$ cat src/pkg/pwo_map.svh
// Purpose: register offsets, field positions, reset values of the stage
// Assumes: byte addresses on a 32-bit Avalon-MM slave
// Notes:   definitions only
`ifndef PWO_MAP_SVH
`define PWO_MAP_SVH

// ----------------------------------------------------------------------
// register offsets
// ----------------------------------------------------------------------
`define PWO_OFS_AUX_SEL   8'h48
`define PWO_OFS_FORCE     8'h4c
`define PWO_OFS_ACT_A     8'h50
`define PWO_OFS_ACT_B     8'h54
`define PWO_OFS_DT_CTRL   8'h58
`define PWO_OFS_FALL_SH   8'h5c
`define PWO_OFS_RISE_SH   8'h60
`define PWO_OFS_CARRIER   8'h64
`define PWO_OFS_STATUS    8'h70
`define PWO_OFS_DLY_ACT   8'h74

// ----------------------------------------------------------------------
// field positions
// ----------------------------------------------------------------------
`define PWO_F_HOLD_SEL    5:0
`define PWO_F_HOLD_MODE   9:6
`define PWO_F_TRIG_A      10
`define PWO_F_OS_MODE_A   12:11
`define PWO_F_TRIG_B      13
`define PWO_F_OS_MODE_B   15:14
`define PWO_F_FALL_SEL    3:0
`define PWO_F_RISE_SEL    7:4
`define PWO_F_DUAL_B      8
`define PWO_F_EXCH_A      9
`define PWO_F_EXCH_B      10
`define PWO_F_RISE_SRC    11
`define PWO_F_FALL_SRC    12
`define PWO_F_RISE_POL    13
`define PWO_F_FALL_POL    14
`define PWO_F_SKIP_A      15
`define PWO_F_SKIP_B      16
`define PWO_F_DT_CLK      17
`define PWO_F_CH_EN       0
`define PWO_F_CH_DIV      4:1
`define PWO_F_CH_DUTY     7:5
`define PWO_F_CH_FIRST    11:8
`define PWO_F_CH_OPOL     12
`define PWO_F_CH_IPOL     13

// ----------------------------------------------------------------------
// reset values and counts
// ----------------------------------------------------------------------
`define PWO_RST_WORD      32'h0000_0000
`define PWO_DLY_W         16
`define PWO_DUTY_STEPS    3'h7

`endif

$ cat src/pkg/pwo_pkg.sv
// Purpose: types shared by the operator output stage
// Assumes: pwo_map.svh gives the widths
// Notes:   whole block state lives in one packed struct
`include "pwo_map.svh"

package pwo_pkg;

  typedef enum logic [1:0] {
    PWO_ACT_KEEP   = 2'b00,
    PWO_ACT_LOW    = 2'b01,
    PWO_ACT_HIGH   = 2'b10,
    PWO_ACT_TOGGLE = 2'b11
  } pwo_act_e;

  typedef struct packed {
    logic t1;
    logic t0;
    logic match_b;
    logic match_a;
    logic period;
    logic zero;
  } pwo_evt_s;

  typedef struct packed {
    logic [5:0]             aux_sel;
    logic [15:0]            force_ctl;
    logic [23:0]            act_a;
    logic [23:0]            act_b;
    logic [17:0]            dt_ctl;
    logic [`PWO_DLY_W-1:0]  fall_sh;
    logic [`PWO_DLY_W-1:0]  rise_sh;
    logic [13:0]            car_ctl;
    logic [3:0]             hold_act;
    logic [`PWO_DLY_W-1:0]  rise_act;
    logic [`PWO_DLY_W-1:0]  fall_act;
    logic [1:0]             trig_prev;
    logic [1:0]             gen;
    logic [`PWO_DLY_W-1:0]  rise_cnt;
    logic [`PWO_DLY_W-1:0]  fall_cnt;
    logic [3:0]             div_cnt;
    logic [2:0]             phase;
    logic [3:0]             first_a;
    logic [3:0]             first_b;
    logic [1:0]             outp;
    logic                   ack;
    logic [31:0]            rdata;
  } pwo_state_s;

endpackage

$ cat src/design/pwo_output_stage.sv
// Purpose: output stage of one PWM operator: force, action table,
//          dead time and carrier chopper, with Avalon-MM registers
// Assumes: timer value, compare values, sync and faults come from
//          logic on ref_clk; timer_tick_en marks each timer step
// Notes:   one wait state on every bus access
//
// Behaviour
// - one-shot force mode: 1 low, 2 high
// - trigger bit toggle fires one force
// - continuous force mode: 1 low, 2 high
// - continuous force loads per six-bit update select
// - match events when timer equals compare value
// - action codes: keep, low, high, toggle
// - up count uses six up actions
// - down count uses six separate actions
// - output B has its own table
// - dead time counts module or tick clock
// - dual-edge mode puts both delays on B
// - rise delay loads per four-bit update select
// - fall delay loads with same select coding
// - delay writes land in shadow copies
// - carrier input invert on both outputs
// - carrier output invert on both outputs
// - first chopped pulse lasts configured carrier clock ticks
// - carrier duty is field over eight
// - carrier period is eight times clock times div plus one
// - carrier disabled passes outputs unchanged
// - aux events pick fault, sync or none
// - period event when timer equals period
//
// Local design decision: register access over Avalon-MM.
`timescale 1ns/100ps
`default_nettype none
`include "pwo_map.svh"

module pwo_output_stage
  import pwo_pkg::*;
#(
  parameter int TMR_W = 16
) (
  input  wire logic              ref_clk,
  input  wire logic              rstn,
  input  wire logic [7:0]        avs_address,
  input  wire logic              avs_read,
  input  wire logic              avs_write,
  input  wire logic [31:0]       avs_writedata,
  input  wire logic [3:0]        avs_byteenable,
  output logic      [31:0]       avs_readdata,
  output logic                   avs_waitrequest,
  input  wire logic              timer_tick_en,
  input  wire logic              timer_dir,
  input  wire logic [TMR_W-1:0]  timer_value,
  input  wire logic [TMR_W-1:0]  timer_period,
  input  wire logic [TMR_W-1:0]  cmp_a_value,
  input  wire logic [TMR_W-1:0]  cmp_b_value,
  input  wire logic              evt_sync,
  input  wire logic              fault_input_0,
  input  wire logic              fault_input_1,
  input  wire logic              fault_input_2,
  output logic                   out_a,
  output logic                   out_b
);

  // --------------------------------------------------------------------
  // functions
  // --------------------------------------------------------------------
  // update select: zero loads at once, top bit blocks, else any selected event
  function automatic logic upd_hit(input logic [5:0] sel,
                                   input logic [4:0] ev);
    upd_hit = (sel == 6'h00) | (~sel[5] & (|(sel[4:0] & ev)));
  endfunction

  // four-bit delay select widened to the six-bit form
  function automatic logic [5:0] dly_sel(input logic [3:0] s);
    dly_sel = {s[3], s[2], 2'b00, s[1], s[0]};
  endfunction

  // aux source: 0..2 fault, 3 sync, others none
  function automatic logic aux_pick(input logic [2:0] code,
                                    input logic [2:0] flt,
                                    input logic       syn);
    unique case (code)
      3'h0:    aux_pick = flt[0];
      3'h1:    aux_pick = flt[1];
      3'h2:    aux_pick = flt[2];
      3'h3:    aux_pick = syn;
      default: aux_pick = 1'b0;
    endcase
  endfunction

  // one action field applied to a level
  function automatic logic act_apply(input logic [1:0] code,
                                     input logic       lvl);
    unique case (pwo_act_e'(code))
      PWO_ACT_KEEP:   act_apply = lvl;
      PWO_ACT_LOW:    act_apply = 1'b0;
      PWO_ACT_HIGH:   act_apply = 1'b1;
      PWO_ACT_TOGGLE: act_apply = ~lvl;
    endcase
  endfunction

  // walk the six events of one direction, later sources win
  function automatic logic gen_next(input logic [23:0] tbl,
                                    input logic       down,
                                    input pwo_evt_s   ev,
                                    input logic       lvl);
    logic [11:0] half;
    logic        res;
    half = down ? tbl[23:12] : tbl[11:0];
    res  = lvl;
    for (int k = 0; k < 6; k++) begin
      if (ev[k]) begin
        res = act_apply(half[2*k +: 2], lvl);
      end
    end
    gen_next = res;
  endfunction

  // byte-enable merge of a write into a register word
  function automatic logic [31:0] be_merge(input logic [31:0] old,
                                           input logic [31:0] wd,
                                           input logic [3:0]  be);
    for (int k = 0; k < 4; k++) begin
      be_merge[8*k +: 8] = be[k] ? wd[8*k +: 8] : old[8*k +: 8];
    end
  endfunction

  // --------------------------------------------------------------------
  // state and events
  // --------------------------------------------------------------------
  pwo_state_s  st_q;
  pwo_state_s  st_d;
  pwo_evt_s    ev;
  logic [4:0]  upd_ev;
  logic [1:0]  os_fire;
  logic        dt_a;
  logic        dt_b;
  logic        ctick;
  logic [31:0] rd_word;

  // timer comparisons, one event per timer step
  assign ev.zero    = timer_tick_en & (timer_value == '0);
  assign ev.period  = timer_tick_en & (timer_value == timer_period);
  assign ev.match_a = timer_tick_en & (timer_value == cmp_a_value);
  assign ev.match_b = timer_tick_en & (timer_value == cmp_b_value);
  assign ev.t0 = aux_pick(st_q.aux_sel[2:0],
                          {fault_input_2, fault_input_1, fault_input_0},
                          evt_sync);
  assign ev.t1 = aux_pick(st_q.aux_sel[5:3],
                          {fault_input_2, fault_input_1, fault_input_0},
                          evt_sync);
  assign upd_ev = {evt_sync, ev.match_b, ev.match_a, ev.period, ev.zero};

  // trigger bit changes in either direction
  assign os_fire = {st_q.force_ctl[`PWO_F_TRIG_B],
                    st_q.force_ctl[`PWO_F_TRIG_A]} ^ st_q.trig_prev;

  // carrier clock enable from the prescaler
  assign ctick = st_q.car_ctl[`PWO_F_CH_EN] &
                 (st_q.div_cnt == st_q.car_ctl[`PWO_F_CH_DIV]);

  // --------------------------------------------------------------------
  // bus slave: one wait state, registered read data
  // --------------------------------------------------------------------
  always_comb begin
    unique case (avs_address)
      `PWO_OFS_AUX_SEL: rd_word = {26'h0, st_q.aux_sel};
      `PWO_OFS_FORCE:   rd_word = {16'h0, st_q.force_ctl};
      `PWO_OFS_ACT_A:   rd_word = {8'h0, st_q.act_a};
      `PWO_OFS_ACT_B:   rd_word = {8'h0, st_q.act_b};
      `PWO_OFS_DT_CTRL: rd_word = {14'h0, st_q.dt_ctl};
      `PWO_OFS_FALL_SH: rd_word = {16'h0, st_q.fall_sh};
      `PWO_OFS_RISE_SH: rd_word = {16'h0, st_q.rise_sh};
      `PWO_OFS_CARRIER: rd_word = {18'h0, st_q.car_ctl};
      `PWO_OFS_STATUS:  rd_word = {24'h0, st_q.hold_act, st_q.gen,
                                   st_q.outp};
      `PWO_OFS_DLY_ACT: rd_word = {st_q.rise_act, st_q.fall_act};
      default:          rd_word = `PWO_RST_WORD;
    endcase
  end

  assign avs_waitrequest = (avs_read | avs_write) & ~st_q.ack;
  assign avs_readdata    = st_q.rdata;
  assign out_a           = st_q.outp[0];
  assign out_b           = st_q.outp[1];

  // --------------------------------------------------------------------
  // next state
  // --------------------------------------------------------------------
  always_comb begin
    logic [31:0] wm;
    logic [1:0]  lvl;
    logic [1:0]  hold;
    logic [1:0]  osm;
    logic        dt_clk_en;
    logic        rise_in;
    logic        rise_o;
    logic        fall_in;
    logic        fall_o;
    logic        path_a;
    logic        path_b;
    logic        cwave;
    logic        cin_a;
    logic        cin_b;
    logic        ch_a;
    logic        ch_b;
    wm        = be_merge(rd_word, avs_writedata, avs_byteenable);
    lvl       = 2'b00;
    hold      = 2'b00;
    osm       = 2'b00;
    dt_clk_en = 1'b0;
    rise_in   = 1'b0;
    rise_o    = 1'b0;
    fall_in   = 1'b0;
    fall_o    = 1'b0;
    path_a    = 1'b0;
    path_b    = 1'b0;
    cwave     = 1'b0;
    cin_a     = 1'b0;
    cin_b     = 1'b0;
    ch_a      = 1'b0;
    ch_b      = 1'b0;
    dt_a      = 1'b0;
    dt_b      = 1'b0;
    st_d      = st_q;

    // bus access: read captured on entry, write lands on the answer
    st_d.ack = (avs_read | avs_write) & ~st_q.ack;
    if (avs_read & ~st_q.ack) begin
      st_d.rdata = rd_word;
    end
    if (avs_write & st_q.ack) begin
      unique case (avs_address)
        `PWO_OFS_AUX_SEL: st_d.aux_sel   = wm[5:0];
        `PWO_OFS_FORCE:   st_d.force_ctl = wm[15:0];
        `PWO_OFS_ACT_A:   st_d.act_a     = wm[23:0];
        `PWO_OFS_ACT_B:   st_d.act_b     = wm[23:0];
        `PWO_OFS_DT_CTRL: st_d.dt_ctl    = wm[17:0];
        `PWO_OFS_FALL_SH: st_d.fall_sh   = wm[15:0];
        `PWO_OFS_RISE_SH: st_d.rise_sh   = wm[15:0];
        `PWO_OFS_CARRIER: st_d.car_ctl   = wm[13:0];
        default:          st_d.ack       = 1'b0;
      endcase
      st_d.ack = 1'b0;
    end

    // shadow transfers of continuous force and both delays
    if (upd_hit(st_q.force_ctl[`PWO_F_HOLD_SEL], upd_ev)) begin
      st_d.hold_act = st_q.force_ctl[`PWO_F_HOLD_MODE];
    end
    if (upd_hit(dly_sel(st_q.dt_ctl[`PWO_F_RISE_SEL]), upd_ev)) begin
      st_d.rise_act = st_q.rise_sh;
    end
    if (upd_hit(dly_sel(st_q.dt_ctl[`PWO_F_FALL_SEL]), upd_ev)) begin
      st_d.fall_act = st_q.fall_sh;
    end

    // action table per output, then the two kinds of force
    st_d.trig_prev = {st_q.force_ctl[`PWO_F_TRIG_B],
                      st_q.force_ctl[`PWO_F_TRIG_A]};
    lvl[0] = gen_next(st_q.act_a, timer_dir, ev, st_q.gen[0]);
    lvl[1] = gen_next(st_q.act_b, timer_dir, ev, st_q.gen[1]);
    for (int i = 0; i < 2; i++) begin
      hold = st_q.hold_act[2*i +: 2];
      osm  = (i == 0) ? st_q.force_ctl[`PWO_F_OS_MODE_A]
                      : st_q.force_ctl[`PWO_F_OS_MODE_B];
      if (hold == 2'b01 || hold == 2'b10) begin
        lvl[i] = hold[1];
      end else if (os_fire[i] && (osm == 2'b01 || osm == 2'b10)) begin
        lvl[i] = osm[1];
      end
    end
    st_d.gen = lvl;

    // dead time: rising edge delay then falling edge delay
    dt_clk_en = st_q.dt_ctl[`PWO_F_DT_CLK] ? timer_tick_en : 1'b1;
    rise_in = st_q.dt_ctl[`PWO_F_RISE_SRC] ? st_q.gen[1] : st_q.gen[0];
    if (!rise_in) begin
      st_d.rise_cnt = '0;
    end else if (dt_clk_en && st_q.rise_cnt < st_q.rise_act) begin
      st_d.rise_cnt = st_q.rise_cnt + 1'b1;
    end
    rise_o = (rise_in & (st_q.rise_cnt >= st_q.rise_act)) ^
             st_q.dt_ctl[`PWO_F_RISE_POL];
    if (st_q.dt_ctl[`PWO_F_DUAL_B]) begin
      fall_in = rise_o;
    end else begin
      fall_in = st_q.dt_ctl[`PWO_F_FALL_SRC] ? st_q.gen[1] : st_q.gen[0];
    end
    if (fall_in) begin
      st_d.fall_cnt = '0;
    end else if (dt_clk_en && st_q.fall_cnt < st_q.fall_act) begin
      st_d.fall_cnt = st_q.fall_cnt + 1'b1;
    end
    fall_o = (fall_in | (st_q.fall_cnt < st_q.fall_act)) ^
             st_q.dt_ctl[`PWO_F_FALL_POL];
    path_a = (st_q.dt_ctl[`PWO_F_SKIP_A] | st_q.dt_ctl[`PWO_F_DUAL_B])
             ? st_q.gen[0] : rise_o;
    path_b = st_q.dt_ctl[`PWO_F_SKIP_B] ? st_q.gen[1] : fall_o;
    dt_a = st_q.dt_ctl[`PWO_F_EXCH_A] ? path_b : path_a;
    dt_b = st_q.dt_ctl[`PWO_F_EXCH_B] ? path_a : path_b;

    // carrier: prescaler, eight-step phase, first pulse counters
    if (!st_q.car_ctl[`PWO_F_CH_EN] || ctick) begin
      st_d.div_cnt = 4'h0;
    end else begin
      st_d.div_cnt = st_q.div_cnt + 4'h1;
    end
    if (ctick) begin
      st_d.phase = st_q.phase + 3'h1;
    end
    cwave = {1'b0, st_q.phase} <
            {1'b0, st_q.car_ctl[`PWO_F_CH_DUTY]};
    cin_a = dt_a ^ st_q.car_ctl[`PWO_F_CH_IPOL];
    cin_b = dt_b ^ st_q.car_ctl[`PWO_F_CH_IPOL];
    if (!cin_a) begin
      st_d.first_a = 4'h0;
    end else if (ctick && st_q.first_a < st_q.car_ctl[`PWO_F_CH_FIRST]) begin
      st_d.first_a = st_q.first_a + 4'h1;
    end
    if (!cin_b) begin
      st_d.first_b = 4'h0;
    end else if (ctick && st_q.first_b < st_q.car_ctl[`PWO_F_CH_FIRST]) begin
      st_d.first_b = st_q.first_b + 4'h1;
    end
    ch_a = cin_a & ((st_q.first_a < st_q.car_ctl[`PWO_F_CH_FIRST]) | cwave);
    ch_b = cin_b & ((st_q.first_b < st_q.car_ctl[`PWO_F_CH_FIRST]) | cwave);
    if (st_q.car_ctl[`PWO_F_CH_EN]) begin
      st_d.outp = {ch_b, ch_a} ^ {2{st_q.car_ctl[`PWO_F_CH_OPOL]}};
    end else begin
      st_d.outp = {dt_b, dt_a};
    end
  end

  // --------------------------------------------------------------------
  // state register
  // --------------------------------------------------------------------
  always_ff @(posedge ref_clk or negedge rstn) begin
    if (!rstn) begin
      st_q <= '0;
    end else begin
      st_q <= st_d;
    end
  end

  // --------------------------------------------------------------------
  // assertions
  // --------------------------------------------------------------------
  property p_oneshot_low;
    @(posedge ref_clk) disable iff (!rstn)
      (os_fire[0] && st_q.force_ctl[`PWO_F_OS_MODE_A] == 2'b01 &&
       st_q.hold_act[1:0] != 2'b01 && st_q.hold_act[1:0] != 2'b10)
      |=> (st_q.gen[0] == 1'b0);
  endproperty
  a_oneshot_low: assert property (p_oneshot_low)
    else $error("one-shot low force did not drive output A low");

  property p_hold_high;
    @(posedge ref_clk) disable iff (!rstn)
      (st_q.hold_act[3:2] == 2'b10) |=> st_q.gen[1];
  endproperty
  a_hold_high: assert property (p_hold_high)
    else $error("continuous high force lost on output B");

  property p_hold_blocked;
    @(posedge ref_clk) disable iff (!rstn)
      st_q.force_ctl[5] |=> $stable(st_q.hold_act);
  endproperty
  a_hold_blocked: assert property (p_hold_blocked)
    else $error("continuous force changed while updates blocked");

  property p_rise_now;
    @(posedge ref_clk) disable iff (!rstn)
      (st_q.dt_ctl[`PWO_F_RISE_SEL] == 4'h0)
      |=> (st_q.rise_act == $past(st_q.rise_sh));
  endproperty
  a_rise_now: assert property (p_rise_now)
    else $error("rise delay did not load at once");

  property p_fall_held;
    @(posedge ref_clk) disable iff (!rstn)
      st_q.dt_ctl[3] |=> $stable(st_q.fall_act);
  endproperty
  a_fall_held: assert property (p_fall_held)
    else $error("fall delay changed while updates disabled");

  property p_up_zero_high;
    @(posedge ref_clk) disable iff (!rstn)
      (!timer_dir && ev == 6'b000001 && st_q.act_a[1:0] == 2'b10 &&
       os_fire == 2'b00 && st_q.hold_act == 4'h0)
      |=> st_q.gen[0];
  endproperty
  a_up_zero_high: assert property (p_up_zero_high)
    else $error("up-count zero action high not applied");

  property p_chop_bypass;
    @(posedge ref_clk) disable iff (!rstn)
      !st_q.car_ctl[`PWO_F_CH_EN] |=> (out_a == $past(dt_a));
  endproperty
  a_chop_bypass: assert property (p_chop_bypass)
    else $error("disabled carrier altered output A");

  property p_div_two;
    @(posedge ref_clk) disable iff (!rstn)
      (ctick && st_q.car_ctl[`PWO_F_CH_DIV] == 4'h1 &&
       !avs_write) |=> (!ctick ##1 ctick);
  endproperty
  a_div_two: assert property (p_div_two)
    else $error("carrier clock period wrong for prescale 1");

  property p_dual_b;
    @(posedge ref_clk) disable iff (!rstn)
      (st_q.dt_ctl[`PWO_F_DUAL_B] && !st_q.dt_ctl[`PWO_F_EXCH_A] &&
       !st_q.car_ctl[`PWO_F_CH_EN]) |=> (out_a == $past(st_q.gen[0]));
  endproperty
  a_dual_b: assert property (p_dual_b)
    else $error("dual-edge mode delayed output A");

endmodule
`default_nettype wire

$ cat config.mk
export PLATFORM = sky130hd
export DESIGN_NAME = pwo_output_stage
export DESIGN_NICKNAME = d
export VERILOG_FILES = /design/src/pkg/pwo_pkg.sv /design/src/design/pwo_output_stage.sv
export VERILOG_INCLUDE_DIRS = /design/src /design/src/pkg
export SDC_FILE = /design/constraint.sdc
export NUM_CORES = 1
export LEC_CHECK = 0
export BUFFER_PORTS_ARGS = -buffer_cell sky130_fd_sc_hd__buf_2
export CAP_MARGIN = 20
export CORE_MARGIN = 4
export CORE_UTILIZATION = 41
export DETAILED_ROUTE_END_ITERATION = 7
export SLEW_MARGIN = 0
export SYNTH_ARGS = -nofsm -noshare
export SYNTH_HDL_FRONTEND = slang
export SYNTH_SLANG_ARGS = --single-unit
$ cat constraint.sdc
create_clock -name ref_clk -period 3.7 [get_ports ref_clk]
set_clock_uncertainty 0.05 [all_clocks]
set_input_delay 0.74 -clock ref_clk [delete_from_list [all_inputs] [get_ports ref_clk]]
set_output_delay 0.74 -clock ref_clk [all_outputs]
set_load 0.02 [all_outputs]
==> impl_metrics.ini <==
[setup_path]
cp-start-kind = flip-flop
end_kind = flip-flop
crit_arrival_ns = 3.80
rrSetupSlack_ns = 0.28
path_max_fanout = 5
critPathRequiredTime_ns = 4.08
crit_type = flip-flop to flip-flop

[final_layout]
utilization_pct = 47.7
drive_gt1_share_pct = 18.1
area_growth_pct = 15.1
regArea_mm2 = 0.00641
antenna_cells = 0
instances_no_fill = 2145
nNetsFinal = 1834
multi_input_area_mm2 = 0.00712
fill_cells = 3251

[clocking]
cts_buffer_depth = 3
post_cts_buffers = 0
htree_levels = 1
clk_latency_ns = 0.56
clockRootBuffer = clkbuf_16
ctsHoldBuffers = 0
cts_resized = 0
cts_made_buffers = 29
cts_tree = built
cts.sinks = 256
path_clk_slew_ns = 0.06

[synthesis]
synth_top_family_by_area = compound AO/OA/AOI/OAI gates
syn_area_per_cell_um2 = 9.17
ys_warn_count = 0
ys_seq_area_share_pct = 44.9
synth_compound_area_share_pct = 17.1
synth_edf_count = 0
synth_cell_types = 76
synth_nets = 1718
synthXorXnorAreaFrac_pct = 5.65
ys_ff_latch = 256
synth_mux_area_share_pct = 7.00
ys_async_sr_fraction_pct = 100
netlist_area_mm2 = 0.0143
synth_flop_cell = dfrtp_1
netlist_instances = 1555
synthSimpleGateAreaFrac_pct = 16.0
synth_fa_ha_area_share_pct = 3.95

[sta]
finalHoldViolations = 0
fmax_mhz = 293
finalSetupViolCount = 0
final-max-slew-violation-count = 0
period_share_pct = 92.4
period_minus_slack_ns = 3.42
rsz0062_at_grt = no
max_slew.worst_pin.slew_ns = 1.01
setup_tns_ns = 0
slew_headroom_pct = 33.0

[global_route]
grt_max_degree = 80
grt_pass1_wl_mm = 69.1
grtUsageTotal_pct = 22.9
overflow = 0
antenna_found_initial = 0
grt_pass1_vias = 11776

[drt]
drt-total-wl_mm = 44.0
viasPerCell = 5.56
first_iter_violations = 1249
drt-pass1-iter-count = 6
drc = 0
vias = 11926
antenna_violating_nets_post_route = 0
routedWlPerCell_um = 20.5

[placed_design]
place.detailed.hpwl_mm = 33.7
numPortBuffers = 143
gp_congestion = 0.927
dpl.cell_count = 2095

[die]
core-area_mm2 = 0.0345
boundaryPins = 153
die_area_mm2 = 0.0378
num_rows = 68
die_y_um = 195
die_w_um = 195
start_util_pct = 41.4

[power]
peakVddDrop_uv = 340
leakage_nw = 7.51
p_per_area_mw_per_mm2 = 397

[job]
cap_violations = 0

[run_status]
outcome = complete, no violations

[hold_path]
min_path_type = primary input to async pin
## power by group
group	internal [W]	switching, W	total (W)
Sequential	0.00285	0.0000707	0.00293
Combinational	0.000276	0.000448	0.000725
Clock	0.00172	0.00116	0.00287
Total	0.00485	0.00168	0.00652
## registers in the layout, indices dropped and copies added, names as in the netlist
name / count
avs_readdata: 32
out_a: 1
out_b: 1
st_d: 2
st_q: 220
## layout by cell type (no fill, tap or decap), types with 7 or more instances in the layout
| master | count |
|---|---|
| a211oi_1 | 10 |
| a21o_1 | 7 |
| a21oi_1 | 53 |
| a221oi_1 | 11 |
| a222oi_1 | 14 |
| a22o_1 | 16 |
| a22oi_1 | 18 |
| a31oi_1 | 12 |
| and2_1 | 8 |
| and3_1 | 12 |
| buf_2 | 142 |
| buf_4 | 51 |
| clkbuf_16 | 29 |
| clkbuf_8 | 7 |
| dfrtp_1 | 256 |
| ha_1 | 45 |
| inv_1 | 60 |
| mux2_2 | 40 |
| mux2i_1 | 48 |
| nand2_1 | 255 |
| nand2b_1 | 14 |
| nand3_1 | 35 |
| nand4_1 | 17 |
| nor2_1 | 91 |
| nor3_1 | 24 |
| nor4_1 | 9 |
| o21ai_0 | 202 |
| o221ai_1 | 7 |
| xnor2_1 | 39 |
| xor2_1 | 53 |
## cell families (layout without fill, tap and decap cells)
| kind of cell | after synthesis | count (layout) |
|---|---|---|
| and+or+nand+nor | 509 | 509 |
| adders and majority gates | 45 | 45 |
| AOI/OAI and AO/OA | 391 | 391 |
| buffers and inverters | 171 | 306 |
| xor gates and xnor gates | 92 | 92 |
| muxes | 91 | 91 |
| DFF | 256 | 256 |
## cell usage after synthesis, types with 14 or more instances
cell type | n | share of area, %
nand2_1 | 255 | 6.7
a22o_1 | 16 | 0.98
a22oi_1 | 18 | 0.95
nand4_1 | 17 | 0.75
a21oi_1 | 55 | 1.9
mux2_2 | 40 | 3.2
inv_1 | 60 | 1.6
o21ai_0 | 202 | 7.1
clkbuf_1 | 71 | 1.9
nor3_1 | 26 | 0.91
ha_1 | 45 | 3.9
a222oi_1 | 14 | 0.98
dfrtp_1 | 256 | 45
nand3_1 | 35 | 1.2
xnor2_1 | 39 | 2.4
buf_4 | 32 | 1.7
nor2_1 | 93 | 2.4
mux2i_1 | 48 | 3.4
nand2b_1 | 15 | 0.66
xor2_1 | 53 | 3.3
## metal layers
metal	part of all wire, %	global-route usage [%]	vias up
met2	46	37.7	411
met5	0	0	-
li1	-	-	5697
met4	2.8	6.04	0
met1	44	31.1	5746
met3	7.0	4.58	72
## stage by stage
stage | setup slack [ns] | instance area (um^2) | power [W] | hold WS (ns)
3_5_place_dp | 0.319 | 15500 | 0.00370 | 0.399
3_3_place_gp | 0.370 | 15500 | 0.00369 | 0.384
5_1_grt | 0.129 | 16400 | 0.00679 | 0.140
4_1_cts | 0.271 | 16400 | 0.00658 | 0.117
2_1_floorplan | 0.650 | 14300 | 0.00336 | 0.361
6_report | 0.283 | 16400 | 0.00652 | 0.111
## worst max-delay path, stage by stage, from the launching register on
cell and delay (ns):
dfrtp_1 0.38, inv_1 0.14, ha_1 0.28, a21oi_1 0.16, o21a_1 0.13, o221ai_1 0.23, nor3_2 0.44, mux2i_4 0.37
a2111oi_2 0.13, or4_1 0.57, a32o_1 0.27, o221a_2 0.12
## final timing paths
path / startpoint / to / cells after the start
setup reg to reg: st_q[113]$_DFFE_PN0P_ / out_a$_DFF_PN0_ / 11
hold / removal: rstn / st_q[78]$_DFFE_PN0P_ / 1
hold reg to reg: st_d[85]$_DFFE_PN0P_ / st_q[85]$_DFF_PN0_ / 0
min in group ref_clk: st_d[85]$_DFFE_PN0P_ / st_q[85]$_DFF_PN0_ / 0
setup / recovery: st_q[113]$_DFFE_PN0P_ / out_a$_DFF_PN0_ / 11
max in group asynchronous: rstn / st_q[171]$_DFFE_PN0P_ / 2
## area by class of cell
cell class	count	area share (%)
repair buffers	196	6.99
inverters	60	1.37
multi-input cells	1128	43.4
clock inverters	8	0.655
flip-flops and latches	256	39.0
well taps	455	3.47
clock buffers	42	5.14
(Power assumes the default switching activity.)
